`src/include/gdp_pkg.sv`:
```
// Package for the GPIO drive and pin interrupt port
package gdp_pkg;

	////////////////////////////////////////////////////////////////////////
	// Register byte offsets (port form, then pin form)
	localparam logic [7:0] OFS_DM0    = 8'h00;
	localparam logic [7:0] OFS_DM1    = 8'h04;
	localparam logic [7:0] OFS_DM2    = 8'h08;
	localparam logic [7:0] OFS_OUTVAL = 8'h0C;
	localparam logic [7:0] OFS_PSTATE = 8'h10;
	localparam logic [7:0] OFS_SLEW   = 8'h14;
	localparam logic [7:0] OFS_BYPASS = 8'h18;
	localparam logic [7:0] OFS_BIDIR  = 8'h1C;
	localparam logic [7:0] OFS_IBDIS  = 8'h20;
	localparam logic [7:0] OFS_PCTL   = 8'h24;
	localparam logic [7:0] OFS_IRISE  = 8'h28;
	localparam logic [7:0] OFS_IFALL  = 8'h2C;
	localparam logic [7:0] OFS_ISTAT  = 8'h30;
	localparam logic [7:0] OFS_REGOUT = 8'h34;
	localparam logic [7:0] OFS_INREF  = 8'h38;
	localparam logic [7:0] OFS_OESEL  = 8'h3C;
	localparam logic [7:0] OFS_PIN0   = 8'h40;
	localparam logic [7:0] OFS_PIN7   = 8'h5C;

	////////////////////////////////////////////////////////////////////////
	// Pin form field positions
	localparam int unsigned PF_DM0 = 0;
	localparam int unsigned PF_DM1 = 1;
	localparam int unsigned PF_DM2 = 2;
	localparam int unsigned PF_OUT = 3;
	localparam int unsigned PF_PIN_STATE = 4;
	localparam int unsigned PF_SLW = 5;
	localparam int unsigned PF_BYP = 6;
	localparam int unsigned PF_BIE = 7;

	// Port control field: threshold select
	localparam int unsigned PCTL_LVTTL = 0;

	////////////////////////////////////////////////////////////////////////
	// Reset values
	localparam logic [7:0]  RST_BYTE  = 8'h00;
	localparam logic [31:0] RST_OESEL = 32'h0000_0000;

	// Drive mode codes
	localparam logic [2:0] DM_HIZ_ANA = 3'h0;
	localparam logic [2:0] DM_HIZ_DIG = 3'h1;
	localparam logic [2:0] DM_RES_UP  = 3'h2;
	localparam logic [2:0] DM_RES_DN  = 3'h3;
	localparam logic [2:0] DM_OD_LOW  = 3'h4;
	localparam logic [2:0] DM_OD_HIGH = 3'h5;
	localparam logic [2:0] DM_STRONG  = 3'h6;
	localparam logic [2:0] DM_RES_UD  = 3'h7;

	// AXI responses
	localparam logic [1:0] RESP_OKAY   = 2'h0;
	localparam logic [1:0] RESP_SLVERR = 2'h2;

	////////////////////////////////////////////////////////////////////////
	// Pad control carrier, one bit per pin in each field
	typedef struct packed {
		logic [7:0] o;
		logic [7:0] oe;
		logic [7:0] res_oe;
		logic [7:0] slow;
		logic [7:0] ibuf_en;
		logic [7:0] reg_hi;
	} gdp_pad_t;

	// Whole state of the port
	typedef struct packed {
		logic [7:0]  dm0;
		logic [7:0]  dm1;
		logic [7:0]  dm2;
		logic [7:0]  outval;
		logic [7:0]  slew;
		logic [7:0]  bypass;
		logic [7:0]  bidir;
		logic [7:0]  ibdis;
		logic        lvttl;
		logic [7:0]  irise;
		logic [7:0]  ifall;
		logic [7:0]  istat;
		logic [7:0]  regout;
		logic [7:0]  inref;
		logic [31:0] oesel;
		logic [7:0]  s1;
		logic [7:0]  s2;
		logic [7:0]  s3;
		logic [7:0]  flt;
		logic [7:0]  din;
		gdp_pad_t    pad;
		logic        irq;
		logic        aw_rdy;
		logic        aw_full;
		logic [7:0]  awaddr;
		logic        w_rdy;
		logic        w_full;
		logic [31:0] wdata;
		logic [3:0]  wstrb;
		logic        bvalid;
		logic [1:0]  bresp;
		logic        ar_rdy;
		logic        rvalid;
		logic [1:0]  rresp;
		logic [31:0] rdata;
	} gdp_state_t;

endpackage

```
`src/gdp_port.sv`:
```
// GPIO port: drive modes, pin views, bidirectional control, edge interrupts
`timescale 1ns/1ps

////////////////////////////////////////////////////////////////////////////
// Behaviour
// - Mode 000: no drive, input buffer off
// - Mode 001: high-Z, input buffer on
// - Modes 010/011: resistive/strong pull combinations
// - Modes 100/101: open drain low/high
// - Mode 110: strong high and low
// - Mode 111: resistive high and low
// - Analog mode gives no digital input
// - Regulated output forbids resistive drive
// - Port form: one bit per pin
// - Pin form gathers eight bits, shared state
// - Bidirectional: aux enable selects drive or input
// - Sixteen aux enables routable to pins
// - Slew select only in strong/open drain
// - Per pin rising/falling/both/no interrupt
// - Edge sets status bit, raises request
// - Eight pins share one port request
// - Edge detection only, no levels
// - Port threshold select CMOS or LVTTL
// - Per pin input buffer disable, any mode
// - Per pin regulated high output select, all eight pins
// - Pair shares input reference select
// - Pin state read separate from output data
// - Drive follows data or bypass signal
// - Reset returns pins to analog high-Z
module gdp_port
	import gdp_pkg::*;
(
	// Clock and reset
	input  wire logic        CLK,
	input  wire logic        NRST,
	// AXI4-Lite write address and data
	input  wire logic [7:0]  AWADDR,
	input  wire logic        AWVALID,
	output      logic        AWREADY,
	input  wire logic [31:0] WDATA,
	input  wire logic [3:0]  WSTRB,
	input  wire logic        WVALID,
	output      logic        WREADY,
	// AXI4-Lite write response
	output      logic        BVALID,
	input  wire logic        BREADY,
	output      logic [1:0]  BRESP,
	// AXI4-Lite read
	input  wire logic [7:0]  ARADDR,
	input  wire logic        ARVALID,
	output      logic        ARREADY,
	output      logic        RVALID,
	input  wire logic        RREADY,
	output      logic [31:0] RDATA,
	output      logic [1:0]  RRESP,
	// Digital array side
	input  wire logic [7:0]  DSI_OUT,
	input  wire logic [15:0] AUX_OE,
	output      logic [7:0]  DSI_IN,
	output      logic        PORT_IRQ,
	// Pads
	input  wire logic [7:0]  PIN_IN,
	output      gdp_pad_t    PAD,
	output      logic        LVTTL_SEL,
	output      logic [7:0]  INREF_SEL
);

	////////////////////////////////////////////////////////////////////////
	// Bus timing
	// Address and data each fill a one-deep slot, in either order
	// The register changes at the edge after both slots are full
	// The write answer stands until taken; a new write waits for it
	// Read data is latched at the edge the read address is taken
	// The read address channel stays closed while an answer stands
	// Unmapped offsets answer with an error and change nothing
	// Byte lane 0 carries every 8-bit register; the selector word uses all four
	// Upper data bits of an 8-bit register read as zero
	// The two low address bits are ignored on both channels
	// Readies are low in reset and rise at the first edge after it
	// Nothing here waits on a pin, so the bus answer time is fixed

	////////////////////////////////////////////////////////////////////////
	// State and next state
	gdp_state_t q;
	gdp_state_t n;
	logic [7:0] rise;
	logic [7:0] fall;
	logic [7:0] clr;
	logic [2:0] mode;
	logic       dat;
	logic       wr_fire;
	logic [2:0] idx;
	logic [7:0] wb;
	logic [32:0] rd;

	////////////////////////////////////////////////////////////////////////
	// Pin form offsets sit above the port form ones, one word per pin
	// Pin form address check, used by read and write decode
	function automatic logic is_pin_form(input logic [7:0] a);
		return (a >= OFS_PIN0) && (a <= OFS_PIN7);
	endfunction

	// Read decode: bit 32 is the hit flag, low word the data
	// Pin form reads gather the eight per-pin bits; the pin state bit is
	// the masked, synchronised level, never the written output value
	function automatic logic [32:0] rd_word(input gdp_state_t s, input logic [7:0] a);
		logic [2:0] p;
		logic [7:0] v;
		p = a[4:2];
		v = 8'h00;
		if (is_pin_form(a)) begin
			v[PF_DM0] = s.dm0[p];
			v[PF_DM1] = s.dm1[p];
			v[PF_DM2] = s.dm2[p];
			v[PF_OUT] = s.outval[p];
			v[PF_PIN_STATE] = s.din[p];
			v[PF_SLW] = s.slew[p];
			v[PF_BYP] = s.bypass[p];
			v[PF_BIE] = s.bidir[p];
			return {1'b1, 24'h00_0000, v};
		end
		case (a)
			OFS_DM0:    return {1'b1, 24'h00_0000, s.dm0};
			OFS_DM1:    return {1'b1, 24'h00_0000, s.dm1};
			OFS_DM2:    return {1'b1, 24'h00_0000, s.dm2};
			OFS_OUTVAL: return {1'b1, 24'h00_0000, s.outval};
			OFS_PSTATE: return {1'b1, 24'h00_0000, s.din};
			OFS_SLEW:   return {1'b1, 24'h00_0000, s.slew};
			OFS_BYPASS: return {1'b1, 24'h00_0000, s.bypass};
			OFS_BIDIR:  return {1'b1, 24'h00_0000, s.bidir};
			OFS_IBDIS:  return {1'b1, 24'h00_0000, s.ibdis};
			OFS_PCTL:   return {1'b1, 31'h0000_0000, s.lvttl};
			OFS_IRISE:  return {1'b1, 24'h00_0000, s.irise};
			OFS_IFALL:  return {1'b1, 24'h00_0000, s.ifall};
			OFS_ISTAT:  return {1'b1, 24'h00_0000, s.istat};
			OFS_REGOUT: return {1'b1, 24'h00_0000, s.regout};
			OFS_INREF:  return {1'b1, 24'h00_0000, s.inref};
			OFS_OESEL:  return {1'b1, s.oesel};
			default:    return {1'b0, 32'h0000_0000};
		endcase
	endfunction

	////////////////////////////////////////////////////////////////////////
	// Next state logic
	always_comb begin
		n       = q;
		rise    = 8'h00;
		fall    = 8'h00;
		clr     = 8'h00;
		mode    = DM_HIZ_ANA;
		dat     = 1'b0;
		idx     = q.awaddr[4:2];
		wb      = q.wdata[7:0];
		rd      = {1'b0, 32'h0000_0000};
		wr_fire = q.aw_full && q.w_full && !q.bvalid;

		// Three stage pin synchroniser; a level counts once stages agree
		// The first stage may go metastable; only the second stage reads it
		// A level that flips between the second and third stage is not taken
		// Pin changes reach the status bits five edges after the pad
		n.s1 = PIN_IN;
		n.s2 = q.s1;
		n.s3 = q.s2;
		for (int i = 0; i < 8; i++) begin
			if (q.s2[i] == q.s3[i]) begin
				n.flt[i] = q.s3[i];
			end
		end

		// A buffer switched off on a high pin looks like a falling edge;
		// set the edge enables only after the buffer has settled
		// masked input value from the live buffer enable
		n.din = q.flt & q.pad.ibuf_en;

		// Edges use the same masked level that the read path shows
		// Setting both enables of a pin gives interrupts on both edges
		// per pin edge selection
		rise = n.din & ~q.din & q.irise;
		fall = ~n.din & q.din & q.ifall;

		// Write address and data channels, either order
		// Each slot closes once full and reopens at the write edge,
		// so a master that keeps valid high is not taken twice
		if (q.aw_rdy && AWVALID) begin
			n.awaddr  = {AWADDR[7:2], 2'b00};
			n.aw_full = 1'b1;
		end
		if (q.w_rdy && WVALID) begin
			n.wdata  = WDATA;
			n.wstrb  = WSTRB;
			n.w_full = 1'b1;
		end

		// A write to the pin state register is accepted but has no effect
		// Status bits are write one to clear through byte lane 0
		// Register write when both halves are held
		if (wr_fire) begin
			n.aw_full = 1'b0;
			n.w_full  = 1'b0;
			n.bvalid  = 1'b1;
			n.bresp   = RESP_OKAY;
			if (is_pin_form(q.awaddr)) begin
				// pin form write updates shared state
				if (q.wstrb[0]) begin
					n.dm0[idx]    = wb[PF_DM0];
					n.dm1[idx]    = wb[PF_DM1];
					n.dm2[idx]    = wb[PF_DM2];
					n.outval[idx] = wb[PF_OUT];
					n.slew[idx]   = wb[PF_SLW];
					n.bypass[idx] = wb[PF_BYP];
					n.bidir[idx]  = wb[PF_BIE];
				end
			end else if (q.wstrb[0] || q.awaddr == OFS_OESEL) begin
				// port form: each bit is one pin
				case (q.awaddr)
					OFS_DM0:    n.dm0    = wb;
					OFS_DM1:    n.dm1    = wb;
					OFS_DM2:    n.dm2    = wb;
					OFS_OUTVAL: n.outval = wb;
					OFS_PSTATE: n.bresp  = RESP_OKAY;
					OFS_SLEW:   n.slew   = wb;
					OFS_BYPASS: n.bypass = wb;
					OFS_BIDIR:  n.bidir  = wb;
					OFS_IBDIS:  n.ibdis  = wb;
					OFS_PCTL:   n.lvttl  = wb[PCTL_LVTTL];
					OFS_IRISE:  n.irise  = wb;
					OFS_IFALL:  n.ifall  = wb;
					OFS_ISTAT:  clr      = wb;
					OFS_REGOUT: n.regout = wb;
					// one two-bit threshold code per pin pair
					OFS_INREF:  n.inref  = wb;
					OFS_OESEL: begin
						// Four bits per pin pick one of the sixteen aux enables
						// aux enable selectors, byte lanes
						for (int b = 0; b < 4; b++) begin
							if (q.wstrb[b]) begin
								n.oesel[b*8 +: 8] = q.wdata[b*8 +: 8];
							end
						end
					end
					default:    n.bresp  = RESP_SLVERR;
				endcase
			end else if (rd_word(q, q.awaddr) == {1'b0, 32'h0000_0000}) begin
				n.bresp = RESP_SLVERR;
			end
		end
		if (q.bvalid && BREADY) begin
			n.bvalid = 1'b0;
		end
		n.aw_rdy = !n.aw_full;
		n.w_rdy  = !n.w_full;

		// Reads see the state before this edge, so a write and a read
		// finishing in the same cycle return the old value
		// Read channel: answer one edge after acceptance
		if (q.ar_rdy && ARVALID) begin
			rd      = rd_word(q, {ARADDR[7:2], 2'b00});
			n.rvalid = 1'b1;
			n.rdata  = rd[31:0];
			n.rresp  = rd[32] ? RESP_OKAY : RESP_SLVERR;
		end
		if (q.rvalid && RREADY) begin
			n.rvalid = 1'b0;
		end
		n.ar_rdy = !n.rvalid;

		// An event in the same cycle as its clear leaves the bit set,
		// so an edge that lands during the clear is never lost
		// edge sets the status bit
		// set wins over a clear in the same cycle
		n.istat = (q.istat & ~clr) | rise | fall;
		// one request for all eight pins
		// request held while any bit is set
		n.irq = |n.istat;

		// Pad drive resolution per pin
		// Each pin first works out its effective mode: the configured one,
		// or digital input when a bidirectional pin's enable is low
		// Data comes from the output value or from the bypass input
		// oe drives o strongly, res_oe drives o through the resistor
		// The two legs are never on together for one pin
		for (int i = 0; i < 8; i++) begin
			mode = {q.dm2[i], q.dm1[i], q.dm0[i]};
			// data from output value or bypass signal
			dat = q.bypass[i] ? DSI_OUT[i] : q.outval[i];
			// aux enable low turns a bidir pin into an input
			// each pin picks one of sixteen enables
			if (q.bidir[i] && !AUX_OE[q.oesel[i*4 +: 4]]) begin
				mode = DM_HIZ_DIG;
			end
			n.pad.o[i]      = dat;
			n.pad.oe[i]     = 1'b0;
			n.pad.res_oe[i] = 1'b0;
			case (mode)
				DM_HIZ_ANA: n.pad.oe[i] = 1'b0;
				DM_HIZ_DIG: n.pad.oe[i] = 1'b0;
				DM_RES_UP: begin
					n.pad.oe[i]     = !dat;
					n.pad.res_oe[i] = dat;
				end
				DM_RES_DN: begin
					n.pad.oe[i]     = dat;
					n.pad.res_oe[i] = !dat;
				end
				DM_OD_LOW:  n.pad.oe[i] = !dat;
				DM_OD_HIGH: n.pad.oe[i] = dat;
				DM_STRONG:  n.pad.oe[i] = 1'b1;
				DM_RES_UD:  n.pad.res_oe[i] = 1'b1;
				default:    n.pad.oe[i] = 1'b0;
			endcase
			// Every pin of this port can take the regulated high level
			// regulated output suppresses resistive legs
			if (q.regout[i]) begin
				n.pad.res_oe[i] = 1'b0;
			end
			n.pad.reg_hi[i] = q.regout[i];
			// Resistive modes always run at the default edge rate
			// slow edges only in strong and open drain modes
			n.pad.slow[i] = q.slew[i] &&
				(mode == DM_OD_LOW || mode == DM_OD_HIGH || mode == DM_STRONG);
			// A bidirectional pin turned to input keeps its buffer on
			// analog mode turns the buffer off
			n.pad.ibuf_en[i] = (mode != DM_HIZ_ANA) && !q.ibdis[i];
		end
	end

	////////////////////////////////////////////////////////////////////////
	// State register
	// Reset is synchronous; every pin returns to analog high-Z and all
	// readies are low until the first edge with reset released
	always_ff @(posedge CLK) begin
		if (!NRST) begin
			q        <= '0;
			q.dm0    <= RST_BYTE;
			q.dm1    <= RST_BYTE;
			q.dm2    <= RST_BYTE;
			q.oesel  <= RST_OESEL;
		end else begin
			q <= n;
		end
	end

	////////////////////////////////////////////////////////////////////////
	// Outputs straight from the state register
	// No logic sits after the register, so pad timing does not depend
	// on the bus or on the pins
	assign AWREADY   = q.aw_rdy;
	assign WREADY    = q.w_rdy;
	assign BVALID    = q.bvalid;
	assign BRESP     = q.bresp;
	assign ARREADY   = q.ar_rdy;
	assign RVALID    = q.rvalid;
	assign RDATA     = q.rdata;
	assign RRESP     = q.rresp;
	assign DSI_IN    = q.din;
	assign PORT_IRQ  = q.irq;
	assign PAD       = q.pad;
	assign LVTTL_SEL = q.lvttl;
	assign INREF_SEL = q.inref;

endmodule // gdp_port

```
`config.mk`:
```
export PLATFORM = sky130hd
export DESIGN_NAME = gdp_port
export DESIGN_NICKNAME = d
export VERILOG_FILES = /design/src/include/gdp_pkg.sv /design/src/gdp_port.sv
export SDC_FILE = /design/constraint.sdc
export NUM_CORES = 1
export LEC_CHECK = 0
export BUFFER_PORTS_ARGS = -buffer_cell sky130_fd_sc_hd__buf_4
export CAP_MARGIN = 15
export CORE_MARGIN = 10
export CORE_UTILIZATION = 58
export DETAILED_ROUTE_END_ITERATION = 10
export PLACE_DENSITY = 0.89
export SLEW_MARGIN = 10
export SYNTH_ARGS = -nofsm -noshare
export SYNTH_HDL_FRONTEND = slang
export SYNTH_SLANG_ARGS = --single-unit
```
`constraint.sdc`:
```
create_clock -name CLK -period 2.44 [get_ports CLK]
set_clock_uncertainty 0.05 [all_clocks]
set_input_delay 0.122 -clock CLK [delete_from_list [all_inputs] [get_ports CLK]]
set_output_delay 0.122 -clock CLK [all_outputs]
set_load 0.03 [all_outputs]
```
* Yosys cells after proc, flatten, opt, wreduce, memory -nomap -nowiden
Cells that the tools add are included.
Cells by class: bitwise operators 13, order comparisons 15, reductions and logical operators 142, muxes and demuxes 116, equality and inequality tests 87
Operators with widths (number):
- 33-bit case mux with 16 select lines | 2
- 33-bit two-way mux | 7
- 56-bit two-way mux | 2
- 8-bit two-way mux | 14
- 3-bit equality test, second input constant | 32
- 6-bit by 4-bit equality test with 1-bit output, second input constant | 16
- 81-bit two-way mux | 1
- 8-bit bitwise mux | 7
- 4-bit AND reduction | 13
- 2-bit OR reduction | 25
- 8-bit bitwise AND | 6
- 3-bit by 2-bit equality test with 1-bit output, second input constant | 16
- 6-bit by 3-bit equality test with 1-bit output, second input constant | 8
- 1-bit case mux with 3 select lines | 16
- 4-bit by 5-bit < comparator with 1-bit output, second input constant | 8
- 37-bit two-way mux | 1
- 35-bit two-way mux | 1
- 1-bit logical AND | 34
- 1-bit two-way mux | 34
- 33-bit logical NOT | 1
- 1-bit binary-select mux with 4-bit select | 8
- 1-bit logical NOT | 28
- 1-bit binary-select mux with 3-bit select | 8
- 6-bit by 2-bit equality test with 1-bit output, second input constant | 4
- 22 further kinds | 81
Word-level totals: logic and storage cells 430, output and inout bits 107, input port bits 91, register bits after elaboration 311

* Logic depth before layout (Yosys ltp)
word-level depth 13, gate-level depth with buffers 8, mapped depth without buffers 5

* Least setup slack after synthesis
OpenSTA, ideal clock, no wires.
path kind reg-to-reg, start point reg q, in the netlist BVALID, end point reg q, in the netlist PORT_IRQ, cell stages (with the launch flop) 8, setup time 0.125 ns, path buffers 2, period minus slack after synthesis 1.950 ns, arrival time 1.775 ns, slack 0.490 ns, required time 2.265 ns, cells stage by stage dfxtp_1 > and3b_1 > clkbuf_1 > and4_1 > buf_2 > nand2_1 > a21o_1 > o41a_1
On the way: cells in the longest elaborated chain, start to end 8
Ends and longest elaborated chain:
- from (decl) | line gdp_port.sv:84 | gdp_state_t q;
- from (signal assigned) | line gdp_port.sv:339 | q <= n;
- 1-bit logical NOT | line gdp_port.sv:155 | wr_fire = q.aw_full && q.w_full && !q.bvalid;
- 1-bit logical AND | line gdp_port.sv:155
- 8-bit two-way mux | line gdp_port.sv:197 | if (wr_fire) begin
- 8-bit inverter | line gdp_port.sv:271 | n.istat = (q.istat & ~clr) | rise | fall;
- 8-bit bitwise AND | line gdp_port.sv:271
- 8-bit bitwise OR (2 in a row) | line gdp_port.sv:271
- 8-bit OR reduction | line gdp_port.sv:274 | n.irq = |n.istat;
No other way between the ends. A chain may end at the register's enable or synchronous reset.

* Worst setup path in the final report
start point reg q[201] (netlist name), end point reg q, in the netlist PAD[30]
On the way: cells in the longest elaborated chain, start to end 7, elaborated cells between the ends (all ways) 9, those cells by class eq/ne: 3; mux: 4; reduce/logical: 2
Ends and longest elaborated chain:
- 1-bit binary-select mux with 4-bit select * | line gdp_port.sv:288 | if (q.bidir[i] && !AUX_OE[q.oesel[i*4 +: 4]]) begin
- 1-bit two-way mux (not written as such) * | line gdp_port.sv:288
- 1-bit logical NOT * | line gdp_port.sv:288
- 1-bit logical AND * | line gdp_port.sv:288
- 3-bit two-way mux * | line gdp_port.sv:288
- 3-bit equality test or 3-bit by 2-bit equality test with 1-bit output (tied branches) | line gdp_port.sv:294 | case (mode)
- 1-bit case mux with 3 select lines * | line gdp_port.sv:294
Every way passes the cells marked *; elsewhere a longest branch is shown, timed or not. The select of a mux whose other input is x is not followed.

==> impl_metrics.csv <==
group,metric,value,unit
route,first_iter_violations,2215,
placed_design,gp_congestion,1.027,
global_routing,grt.total_usage,0.3220,
synthesis,yosysSeqAreaShare,0.4103,
status,violations,"setup timing",
route,firstDrtPassIters,9,
clocking,clk_path_buf_depth,3,
synthesis,syn_inst,1682,
setup_path,path_max_fanout,7,
route,drc_errors,0,
setup_path,startpoint_type,"flip-flop",
synthesis,synth-adder-area-share,0,
global_routing,grt_antenna_before_repair,3,
setup_path,reg2reg_depth,6,
setup_path,r2r_start,"q[201]",
synthesis,ys_ff_latch,309,
setup_path,reg2reg_slack,-0.02,ns
timing,setup_tns,-0.01797,ns
route,via_count,14480,
die,dieArea,32850,µm²
synthesis,synthMuxAreaShare,0.1401,
clocking,insertion_delay,0.58,ns
setup_path,crit_path_end_kind,"flip-flop",
min_path,hold_start,"ARADDR[5]",
timing,setup_viol,1,
clocking,cts_setup_buffers,0,
clocking,cts_made_buffers,31,
synthesis,synth_xor_xnor_area_share,0.004647,
setup_path,arrival,2.86,ns
synthesis,yosysWarnings,0,
timing,hold_viol_final,0,
timing,worstMarginPinSlew,0.9431,ns
clocking,clkSlewWorstSetupHoldPaths,0.07,ns
power_and_ir_drop,power.density,618.7,nW/µm²
global_routing,grtUsageMet1,0.4186,
timing,relSlewSlack,0.3706,
timing,fmax,0.4068,GHz
global_routing,gr-usage-met3,0.08312,
timing,rsz0062_at_grt,"no",
synthesis,async_flop_share,0,
synthesis,synth_top_family_by_area,"simple AND/OR/NAND/NOR gates",
route,wirelength,55.81,mm
timing,slew_violations,0,
layout,areaGrowthSynthToFinish,19.77,%
power_and_ir_drop,irDropWorstVdd,0.5700,mV
layout,drive_gt1_frac,0.2282,
placed_design,io_buffers,191,
setup_path,r2r-end,"PAD[30]",
die,dieHeight,181.2,µm
min_path,min_to,"RDATA[1]",
route,wl_per_cell,25.73,µm
die,io_pins,198,
status,run_status,"complete, but fails checks",
clocking,htree_levels,1,
job,drv_cap,0,
global_routing,use_met2,0.4857,
placed_design,dpl.hpwl,37.62,mm
setup_path,worstPathRequired,2.84,ns
route,final_antenna_net_count,0,
clocking,cts.sinks,309,
die,core,25400,µm²
route,avgViaCountPerCell,6.676,
global_routing,grt_overflow,0,
layout,fillerInstances,1758,
power_and_ir_drop,leakage,6.766,nW
layout,utilization,0.7110,
min_path,hold_path_class,"input port to flip-flop",
synthesis,synthSimpleGateAreaFrac,0.1880,
layout,fin_nets,1904,
timing,min_period,2.458,ns
synthesis,synth_edf_count,0,
setup_path,crit_type,"flip-flop to flip-flop",
synthesis,synthFlopType,"dfxtp_1",
timing,fin_crit_sh,1.007,
global_routing,grt_pass1_wl,84.15,mm
synthesis,syn_avg_cell_area,8.964,µm²
clocking,cts_tree,"yes",
die,rows,58,
synthesis,ys_types,60,
clocking,cts_resized,0,
synthesis,synth-compound-area-share,0.1613,
global_routing,grt_pass1_vias,13890,
global_routing,top_usage_layer,"met2",
global_routing,grt_start_max_net_pins,87,
synthesis,synth_area,15080,µm²
clocking,clockRootBuffer,"clkbuf_16",
clocking,postCtsHoldBufs,71,
min_path,hold_depth,5,
die,initial_core_util,0.5936,
timing,worst_slack,-0.01797,ns
die,die_x,181.2,µm
[worst max-delay path, cell delays in order (launching register included)]
cell and delay (ns):
dfxtp_1 0.68, mux4_2 0.37, mux2i_1 0.09, o21ai_0 0.43, o21ai_0 0.16, buf_4 0.19
nor4b_1 0.37
[cell families (layout without fill, tap and decap cells)]
family | Yosys count | after routing
mux | 159 | 159
buf+inv | 251 | 404
xor+xnor | 8 | 8
simple gates | 584 | 584
flops | 309 | 309
compound gates | 370 | 370
other cells | 1 | 5
[worst max path at each step]
stage,end,slack (ns),start
final,PAD[30],-0.02,q[201]
after global routing,PAD[18],0.02,q[184]
after CTS,PAD[18],0.20,q[184]
after detailed placement,PAD[18],0.20,q[184]
after global placement,PAD[26],0.31,q[184]
after floorplan,PORT_IRQ,0.49,BVALID
[cell usage in the layout, fill, tap and decap left out, types with 16 or more instances in the layout]
master         instances
dlygate4sd3_1         71
a21oi_1              111
a22oi_1               24
nand4_1               25
and2_1                42
a311oi_1              56
o21ai_0               98
mux2i_1              103
mux2_2                16
dfxtp_1              309
buf_4                267
nor3_1                19
nand3_1              130
a31oi_1               17
mux4_2                40
nor2_1               156
nand2_1              143
clkbuf_16             31
[per-layer routing]
metal  vias up  wire length (µm)
li1       6214                 -
met1      6818             20420
met2      1217             24080
met3       232              7968
met4         0              3341
met5         -                 0
[cells in the mapped netlist (9+ instances only)]
cell,instances,area share
nand3_1,130,0.043
nand2b_1,11,0.0046
and2_1,42,0.017
mux2_2,16,0.012
dfxtp_1,309,0.41
a311oi_1,56,0.033
nand2_1,143,0.036
mux4_2,40,0.060
a22oi_1,24,0.012
o21ai_0,98,0.033
nand4_1,25,0.010
a31oi_1,17,0.0071
o21a_1,10,0.0050
a211oi_1,13,0.0065
nor2_1,157,0.039
buf_1,9,0.0022
buf_4,104,0.052
clkbuf_1,99,0.025
mux2i_1,103,0.068
nor3_1,19,0.0063
buf_6,10,0.0075
buf_2,24,0.0080
a21oi_1,111,0.037
nor4_1,9,0.0037
[where the power goes]
part / internal (mW) / switching (mW)
clock network: 3.02 / 2.05
registers: 5.11 / 0.0752
logic: 0.373 / 0.539
total: 8.51 / 2.67
[sequential cells by signal, summed over array words and instances (netlist names)]
name and cells:
ARREADY 1, AWREADY 1, BRESP 1, BVALID 1
DSI_IN 8, INREF_SEL 8, LVTTL_SEL 1, PAD 48
PORT_IRQ 1, RDATA 32, RRESP 1, RVALID 1
WREADY 1, idx 3, n 24, q 177
[cell type report]
class	instances	area, µm²	share of cell area
inverter	3	16.27	0.0009007
tap	330	412.9	0.02286
antenna	3	7.507	0.0004157
clock inverter	9	151.4	0.008383
timing repair buffer	345	2855	0.1581
clock buffer	47	925.9	0.05127
multi-input combinational	1123	7505	0.4155
sequential	309	6186	0.3425
[through the flow]
stage / worst slack (ns) / instances / cell area (µm²) / power [mW] / hold slack (ns)
2_1_floorplan: 0.4903 / 1683 / 15080 / 5.718 / 0.1993
3_3_place_gp: 0.3068 / 2039 / 16260 / 6.048 / 0.2793
3_5_place_dp: 0.2038 / 2039 / 16260 / 6.069 / 0.2840
4_1_cts: 0.2030 / 2166 / 18050 / 11.08 / 0.05264
5_1_grt: 0.01981 / 2169 / 18060 / 11.40 / 0.07784
6_report: -0.01797 / 2169 / 18060 / 11.17 / 0.06328
(Power assumes the default switching activity.)
